===== src/nsr_params.svh =====
// Register offsets, widths, reset values and decode codes of the status and driver register bank
`ifndef NSR_PARAMS_SVH
`define NSR_PARAMS_SVH

`define NSR_ADDR_W          8
`define NSR_DATA_W          8
`define NSR_OFS_DISPLAY     8'h24
`define NSR_OFS_CONV        8'h25
`define NSR_OFS_TUNE_A      8'h26
`define NSR_OFS_TUNE_B      8'h27
`define NSR_OFS_TXDRV       8'h28
`define NSR_RST_TUNE        8'h80
`define NSR_RST_TXDRV       8'h70
`define NSR_RST_MOD_IDX     4'h7
`define NSR_RST_DRES        4'h0
`define NSR_RST_ZERO        8'h00
`define NSR_HIGHZ_CODE      4'hF
`define NSR_NO_MOD_CODE     4'h0

`endif


===== src/nsr_pkg.sv =====
// Types shared by the status and transmit driver register bank
`default_nettype none
package nsr_pkg;
    typedef struct packed {
        logic       guard_two_run;
        logic       general_run;
        logic       no_response_run;
        logic       mask_receive_run;
    } nsr_timers_s;

    typedef struct packed {
        logic [3:0] modulation_depth_index;
        logic [3:0] drive_res_code;
    } nsr_txdrv_s;

    typedef struct packed {
        logic       wr;
        logic       rd;
        logic [7:0] addr;
        logic [7:0] wdata;
    } nsr_bus_s;
endpackage
`default_nettype wire


===== src/nsr_regs.sv =====
// Status display and transmit driver register bank of the reader front end
//
// Summary of operation
// - Bits 5:4 show detected target bit rate.
// - Bit 2 high while general timer counts.
// - Bit 1 high while no-response timer runs.
// - Bit 0 high while mask-receive timer runs.
// - Bit 3 shows second guard timer running.
// - Conversion result updates only on completion.
// - First tuning register, resets to 80h.
// - Second tuning register, resets to 80h.
// - Bits 7:4 set modulation depth index.
// - Bits 3:0 set driver resistance, 15 off.
`include "nsr_params.svh"
`default_nettype none
module nsr_regs
    import nsr_pkg::*;
(
    input  wire logic        clk,
    input  wire logic        arst_n,
    // Register port
    input  wire logic [7:0]  reg_addr,
    input  wire logic [7:0]  reg_wdata,
    input  wire logic        reg_wr,
    input  wire logic        reg_rd,
    output logic      [7:0]  reg_rdata,
    // Status from the surrounding front end
    input  wire logic [1:0]  detected_rate,
    input  wire nsr_timers_s timers_async,
    input  wire logic        conv_done,
    input  wire logic [7:0]  conv_value,
    // Settings to the analog side
    output logic      [7:0]  tune_first,
    output logic      [7:0]  tune_second,
    output logic      [3:0]  modulation_depth_index,
    output logic      [3:0]  drive_res_code,
    output logic             driver_high_z,
    output logic             modulation_off
);
    // ------------------------------------------------------------
    // Status capture
    // ------------------------------------------------------------
    // Timer flags and rate come from other logic that may run on its own
    // clock, so all six bits pass two flops before display.
    logic [5:0]  status_sync;
    nsr_timers_s timers_sync;
    logic [1:0]  rate_sync;

    nsr_sync #(
        .W(6)
    ) u_sync (
        .clk      (clk),
        .arst_n   (arst_n),
        .async_in ({detected_rate, timers_async}),
        .sync_out (status_sync)
    );

    assign rate_sync   = status_sync[5:4];
    assign timers_sync = status_sync[3:0];

    logic [7:0] display_reg;
    logic [7:0] display_next;

    always_comb begin
        display_next      = `NSR_RST_ZERO;
        display_next[5:4] = rate_sync;
        display_next[3]   = timers_sync.guard_two_run;
        display_next[2]   = timers_sync.general_run;
        display_next[1]   = timers_sync.no_response_run;
        display_next[0]   = timers_sync.mask_receive_run;
    end

    always_ff @(posedge clk or negedge arst_n) begin
        if (!arst_n) begin
            display_reg <= `NSR_RST_ZERO;
        end else begin
            display_reg <= display_next;
        end
    end

    // ------------------------------------------------------------
    // Conversion result
    // ------------------------------------------------------------
    // The converter strobe is assumed to be on this clock, with the value
    // stable beside it; the result is held between conversions.
    logic [7:0] conv_reg;

    always_ff @(posedge clk or negedge arst_n) begin
        if (!arst_n) begin
            conv_reg <= `NSR_RST_ZERO;
        end else if (conv_done) begin
            conv_reg <= conv_value;
        end
    end

    // ------------------------------------------------------------
    // Writable settings
    // ------------------------------------------------------------
    logic       wr_tune_a;
    logic       wr_tune_b;
    logic       wr_txdrv;
    nsr_txdrv_s txdrv_reg;

    assign wr_tune_a = reg_wr && (reg_addr == `NSR_OFS_TUNE_A);
    assign wr_tune_b = reg_wr && (reg_addr == `NSR_OFS_TUNE_B);
    assign wr_txdrv  = reg_wr && (reg_addr == `NSR_OFS_TXDRV);

    always_ff @(posedge clk or negedge arst_n) begin
        if (!arst_n) begin
            tune_first <= `NSR_RST_TUNE;
        end else if (wr_tune_a) begin
            tune_first <= reg_wdata;
        end
    end

    always_ff @(posedge clk or negedge arst_n) begin
        if (!arst_n) begin
            tune_second <= `NSR_RST_TUNE;
        end else if (wr_tune_b) begin
            tune_second <= reg_wdata;
        end
    end

    always_ff @(posedge clk or negedge arst_n) begin
        if (!arst_n) begin
            txdrv_reg <= nsr_txdrv_s'(`NSR_RST_TXDRV);
        end else if (wr_txdrv) begin
            txdrv_reg <= nsr_txdrv_s'(reg_wdata);
        end
    end

    // ------------------------------------------------------------
    // Driver controls
    // ------------------------------------------------------------
    // Decoded flags are registered from the next value so they change in
    // the same cycle as the fields, keeping every output a flop.
    nsr_txdrv_s txdrv_next;

    always_comb begin
        txdrv_next = txdrv_reg;
        if (wr_txdrv) begin
            txdrv_next = nsr_txdrv_s'(reg_wdata);
        end
    end

    always_ff @(posedge clk or negedge arst_n) begin
        if (!arst_n) begin
            modulation_depth_index <= `NSR_RST_MOD_IDX;
            drive_res_code         <= `NSR_RST_DRES;
            driver_high_z          <= 1'b0;
            modulation_off         <= 1'b0;
        end else begin
            modulation_depth_index <= txdrv_next.modulation_depth_index;
            modulation_off <= (txdrv_next.modulation_depth_index == `NSR_NO_MOD_CODE);
            drive_res_code <= txdrv_next.drive_res_code;
            driver_high_z  <= (txdrv_next.drive_res_code == `NSR_HIGHZ_CODE);
        end
    end

    // ------------------------------------------------------------
    // Read port
    // ------------------------------------------------------------
    // Writes to the two display registers fall through the decode and
    // change nothing; unmapped reads return zero.
    logic [7:0] rdata_next;

    always_comb begin
        rdata_next = `NSR_RST_ZERO;
        unique case (reg_addr)
            `NSR_OFS_DISPLAY: begin
                rdata_next = display_reg;
            end
            `NSR_OFS_CONV: begin
                // A read in the completing cycle already sees the new result
                if (conv_done) begin
                    rdata_next = conv_value;
                end else begin
                    rdata_next = conv_reg;
                end
            end
            `NSR_OFS_TUNE_A: begin
                rdata_next = tune_first;
            end
            `NSR_OFS_TUNE_B: begin
                rdata_next = tune_second;
            end
            `NSR_OFS_TXDRV: begin
                rdata_next = txdrv_reg;
            end
            default: begin
                rdata_next = `NSR_RST_ZERO;
            end
        endcase
    end

    // Data stands only in the cycle after the read strobe, zero otherwise.
    always_ff @(posedge clk or negedge arst_n) begin
        if (!arst_n) begin
            reg_rdata <= `NSR_RST_ZERO;
        end else if (reg_rd) begin
            reg_rdata <= rdata_next;
        end else begin
            reg_rdata <= `NSR_RST_ZERO;
        end
    end
endmodule
`default_nettype wire


===== src/nsr_sync.sv =====
// Two-flop synchroniser, one per bit, for inputs from outside the clock domain
`default_nettype none
module nsr_sync #(
    parameter int W = 1
) (
    input  wire logic         clk,
    input  wire logic         arst_n,
    input  wire logic [W-1:0] async_in,
    output logic      [W-1:0] sync_out
);
    logic [W-1:0] meta_reg;

    genvar i;
    generate
        for (i = 0; i < W; i++) begin : g_bit
            always_ff @(posedge clk or negedge arst_n) begin
                if (!arst_n) begin
                    meta_reg[i] <= 1'b0;
                    sync_out[i] <= 1'b0;
                end else begin
                    meta_reg[i] <= async_in[i];
                    sync_out[i] <= meta_reg[i];
                end
            end
        end
    endgenerate
endmodule
`default_nettype wire


===== config.mk =====
export PLATFORM = sky130hd
export DESIGN_NAME = nsr_regs
export DESIGN_NICKNAME = d
export VERILOG_FILES = /design/src/nsr_pkg.sv /design/src/nsr_regs.sv /design/src/nsr_sync.sv
export VERILOG_INCLUDE_DIRS = /design/src
export SDC_FILE = /design/constraint.sdc
export NUM_CORES = 1
export LEC_CHECK = 0
export BUFFER_PORTS_ARGS = -buffer_cell sky130_fd_sc_hd__buf_2
export CAP_MARGIN = 30
export CORE_MARGIN = 2
export CORE_UTILIZATION = 25
export CTS_CLUSTER_DIAMETER = 50
export DETAILED_ROUTE_END_ITERATION = 10
export SETUP_SLACK_MARGIN = 0.02
export SLEW_MARGIN = 10
export SYNTH_ARGS = -nofsm -noshare
export SYNTH_HDL_FRONTEND = slang
export SYNTH_SLANG_ARGS = --single-unit

===== constraint.sdc =====
create_clock -name clk -period 1.1 [get_ports clk]
set_clock_uncertainty 0.1 [all_clocks]
set_input_delay 0.165 -clock clk [delete_from_list [all_inputs] [get_ports clk]]
set_output_delay 0.165 -clock clk [all_outputs]
set_load 0.01 [all_outputs]

Word-level counts from Yosys, hierarchy flattened
Cells that the tools add are included.

storage, ports and cells
  register bits = 60
  latch bits = 0
  RAM bits = 0
  ROM bits = 0
  input port bits = 35
  output and inout port bits = 34
  word-level logic and storage cells = 35
  memories = 0

cells by class
  add/subtract/negate cells = 0
  $mul = 0
  divide/modulo/power cells = 0
  $lt $le $gt $ge = 0
  eq/ne operators = 6
  shift operators = 0
  mux-type cells = 4
  bitwise operators = 0
  reductions and logical operators = 4

operator list
  operator            number
  $eq 8x6->1 const B  5
  $pmux 8 s5          1
  $mux 8              3
  $eq 4x4->1 const B  1
  $logic_not 4->1     1
  $logic_and 1x1->1   3

Longest topological paths before layout
  word-level depth = 4
  gate-level depth with buffers = 6
  depth with buffers taken out = 4

Modules after synthesis
A second synthesis with hierarchy kept.

unflattened totals
  cell total of the unflattened synthesis = 161
  area, all modules = 2,347.3 um^2

modules (own cells, without submodules)
  module    instances  cells an instance  area an instance (um^2)  seq. area each (um^2)
  nsr_regs  1          149                2,047.0                  1,207.4
  nsr_sync  1          12                 300.3                    300.3

Worst setup path before layout
OpenSTA, ideal clock, no wires.

  kind = in2reg
  start = input port reg_addr[4]
  end = register tune_second[4]
  setup time = 0.128 ns
  arrival time = 1.353 ns
  data required time = 0.872 ns
  slack = -0.480 ns
  stages = 5
  buffers on the path = 1
  cells stage by stage = nor4b_4 and2_1 buf_4 nand4_4 mux2_1

between the ends
  word-level cells in the longest chain between the ends = 2

RTL lines
  element               line             source
  start, declared       nsr_regs.sv:22   input wire logic [7:0] reg_addr,
  $eq 8x6->1            -
  $logic_and 1x1->1     nsr_regs.sv:105  assign wr_tune_b = reg_wr && (reg_addr == `NSR_OFS_TUNE_B);
  end signal, assigned  nsr_regs.sv:118  tune_second <= `NSR_RST_TUNE;
  end signal, assigned  nsr_regs.sv:120  tune_second <= reg_wdata;
  end, declared         nsr_regs.sv:34   output logic [7:0] tune_second,

No other way between the ends.
A chain may end at the register's enable or synchronous reset.

Worst setup path in the final report
  start = register tune_second[7]
  end = output port tune_second[7]

No word-level cell between the ends.

==> flow_metrics.env <==
export IMPL_power_mw=5.15
export IMPL_dp_hpwl_mm=4.19
export IMPL_routed_wirelength_mm=6.33
export IMPL_yosys_area_top_type="dfrtp_1"
export IMPL_power_density_nw_per_um2=1340
export IMPL_grt_pass1_wl_mm=9.94
export IMPL_path_clk_slew_ns=0.07
export IMPL_drt_pass1_iter_count=4
export IMPL_yosysSeqAreaShare_pct=64.2
export IMPL_critical_path_class="reg -> out"
export IMPL_core_sq_um=9150
export IMPL_grt_max_degree=37
export IMPL_dp_cells=355
export IMPL_setup_viol=62
export IMPL_gp_congestion=0.850
export IMPL_grtUsageTotal_pct=13.3
export IMPL_r2r_end="reg_rdata[7]"
export IMPL_status="finished with violations"
export IMPL_start_kind="flip-flop"
export IMPL_grt_pass1_vias=1849
export IMPL_worst_pin_slew_ns=0.678
export IMPL_required_ns=0.83
export IMPL_worst_path_max_fanout=2
export IMPL_cts_sinks=60
export IMPL_stdcell_area_sq_um=3840
export IMPL_hold_viol=8
export IMPL_gr_total_overflow=0
export IMPL_root_buffer="clkbuf_8"
export IMPL_rr_worst_depth=4
export IMPL_rr_startpoint="conv_reg[7]"
export IMPL_instances_no_fill=406
export IMPL_routed_via_density=4.33
export IMPL_worst_ep_arrival_time_ns=1.07
export IMPL_wl_per_cell_microns=15.6
export IMPL_rsz0062_at_grt="true"
export IMPL_ys_ff_latch=60
export IMPL_areaGrowthSynthToFinish_pct=63.5
export IMPL_ys_warn_count=0
export IMPL_rrSetupSlack_ns=-0.20
export IMPL_cts_path_max_buffers=2
export IMPL_min_path_cells=2
export IMPL_tritoncts="yes"
export IMPL_grt_antenna_before_repair=0
export IMPL_numCtsBuffers=9
export IMPL_maxSlewViolCount=0
export IMPL_rows=35
export IMPL_whs_endpoint="conv_reg[0]"
export IMPL_hp_start="conv_value[0]"
export IMPL_slew_headroom_pct=54.6
export IMPL_port_buffers=68
export IMPL_peakVddDrop_mv=0.777
export IMPL_cap_violations=0
export IMPL_synthFlopType="dfrtp_1"
export IMPL_io_pins=69
export IMPL_post_dp_cell_area_sq_um=3010
export IMPL_insertion_delay_ns=0.34
export IMPL_htreeDepth=3
export IMPL_dieArea_sq_um=10200
export IMPL_syn_nets=196
export IMPL_antenna_cells=0
export IMPL_final_cell_mix="55 x dfrtp_1, 46 x buf_2, 37 x buf_6, 31 x buf_4, 23 x mux2_2"
export IMPL_synth_avg_cell_area_sq_um=14.6
export IMPL_die_y_microns=101
export IMPL_drive_gt1_share_pct=66.1
export IMPL_start_util_pct=25.6
export IMPL_layout_nets=326
export IMPL_timing_final_ws_setup_ns=-0.238
export IMPL_synth_top_area_share_pct=58.6
export IMPL_vias=1757
export IMPL_drt_iter0_markers=59
export IMPL_route_detailed_drc=0
export IMPL_min_path_type="in -> reg"
export IMPL_fin_hold_ws_ns=-0.0308
export IMPL_synthCells=161
export IMPL_die_w_microns=101
export IMPL_fmax_ghz=0.747
export IMPL_violations="hold timing, setup timing"
export IMPL_yosysUniqueCellTypes=30
export IMPL_synth_area_leaders="dfrtp_1 59%, mux2_2 14%, dfstp_2 5.6%"
export IMPL_synthArstFlopShare_pct=100
export IMPL_synth_edf_count=0
export IMPL_syn_area_sq_um=2350
export IMPL_final_common_cell="dfrtp_1"
export IMPL_final_antenna_net_count=0
export IMPL_leakage_nw=1.87
export IMPL_period_minus_slack_ns=1.34
export IMPL_period_share_pct=122
export IMPL_postCtsHoldBufs=11
export IMPL_end_kind="output pin"
==> per-layer routing <==
metal | up-vias | part of all wire (%) | GRT usage [%]
met5 | - | 0 | 0
met4 | 0 | 3.6 | 7.69
met3 | 16 | 6.6 | 5.27
met2 | 48 | 51 | 20.7
met1 | 840 | 39 | 15.5
li1 | 853 | - | -
==> cells by family (layout without fill, tap and decap cells) <==
| kind of cell | Yosys count | count (layout) | synth area share, % |
|---|---|---|---|
| flip-flops | 60 | 60 | 64.2 |
| multiplexers | 35 | 35 | 16.6 |
| AO/OA/AOI/OAI | 31 | 31 | 9.06 |
| AND/OR/NAND/NOR | 26 | 26 | 8.26 |
| buffers and inverters | 9 | 143 | 1.81 |
==> how the worst max path moves through the flow <==
stage	to	slack (ns)	cells after the start	start
CTS	tune_second[7]	-0.25	2	tune_second[7]
finish	tune_second[7]	-0.24	2	tune_second[7]
global placement	tune_second[5]	-0.46	5	reg_addr[6]
floorplan	tune_second[4]	-0.44	5	reg_addr[6]
global route	tune_second[7]	-0.28	2	tune_second[7]
detailed placement	tune_second[5]	-0.50	5	reg_addr[6]
==> synth_stat cells (2+ instances only) <==
| cell type | number |
|---|---|
| clkbuf_1 | 3 |
| mux2i_1 | 3 |
| mux2_1 | 2 |
| o21ai_0 | 7 |
| nor2b_1 | 4 |
| dfstp_2 | 5 |
| a21oi_1 | 6 |
| a22o_1 | 6 |
| mux2_2 | 30 |
| and2_1 | 8 |
| nand4_1 | 4 |
| buf_2 | 4 |
| dfrtp_1 | 55 |
| a22oi_1 | 7 |
| nand3_1 | 2 |
==> timing repair <==
action	CTS	global route
setup buffers	19	5
hold endpoints to repair	82	8
gates resized for setup	54	26
cloned	1	0
endpoints found under the setup margin	66	68
pin swaps	20	10
==> worst max-delay path: stages, from the launching register on <==
cell,delay [ns]
dfstp_2,0.55
buf_6,0.10
buf_6,0.09
==> layout make-up <==
| type | instances | area [sq um] |
|---|---|---|
| multi-input cells | 92 | 953 |
| flip-flops and latches | 60 | 1510 |
| repair buffers | 127 | 1030 |
| clock buffers | 10 | 128 |
| well taps | 111 | 139 |
| fillers | 827 | 5310 |
| inverters | 1 | 3.75 |
| clock inverters | 5 | 77.6 |
==> where the power goes <==
| group | leakage (nW) | internal, mW | switching, mW |
|---|---|---|---|
| Sequential | 0.753 | 2.32 | 0.0529 |
| Clock | 0.102 | 1.25 | 0.861 |
| Combinational | 1.02 | 0.379 | 0.281 |
==> through the flow <==
stage / TNS (ns) / setup slack, ns / utilization, %
6_report: -4.74 / -0.238 / 41.9
5_1_grt: -7.55 / -0.282 / 41.9
4_1_cts: -4.80 / -0.246 / 40.3
3_5_place_dp: -14.51 / -0.497 / 32.9
3_3_place_gp: -13.63 / -0.459 / 32.9
2_1_floorplan: -9.98 / -0.441 / -
Note: power is estimated with default switching activity, not from simulation.
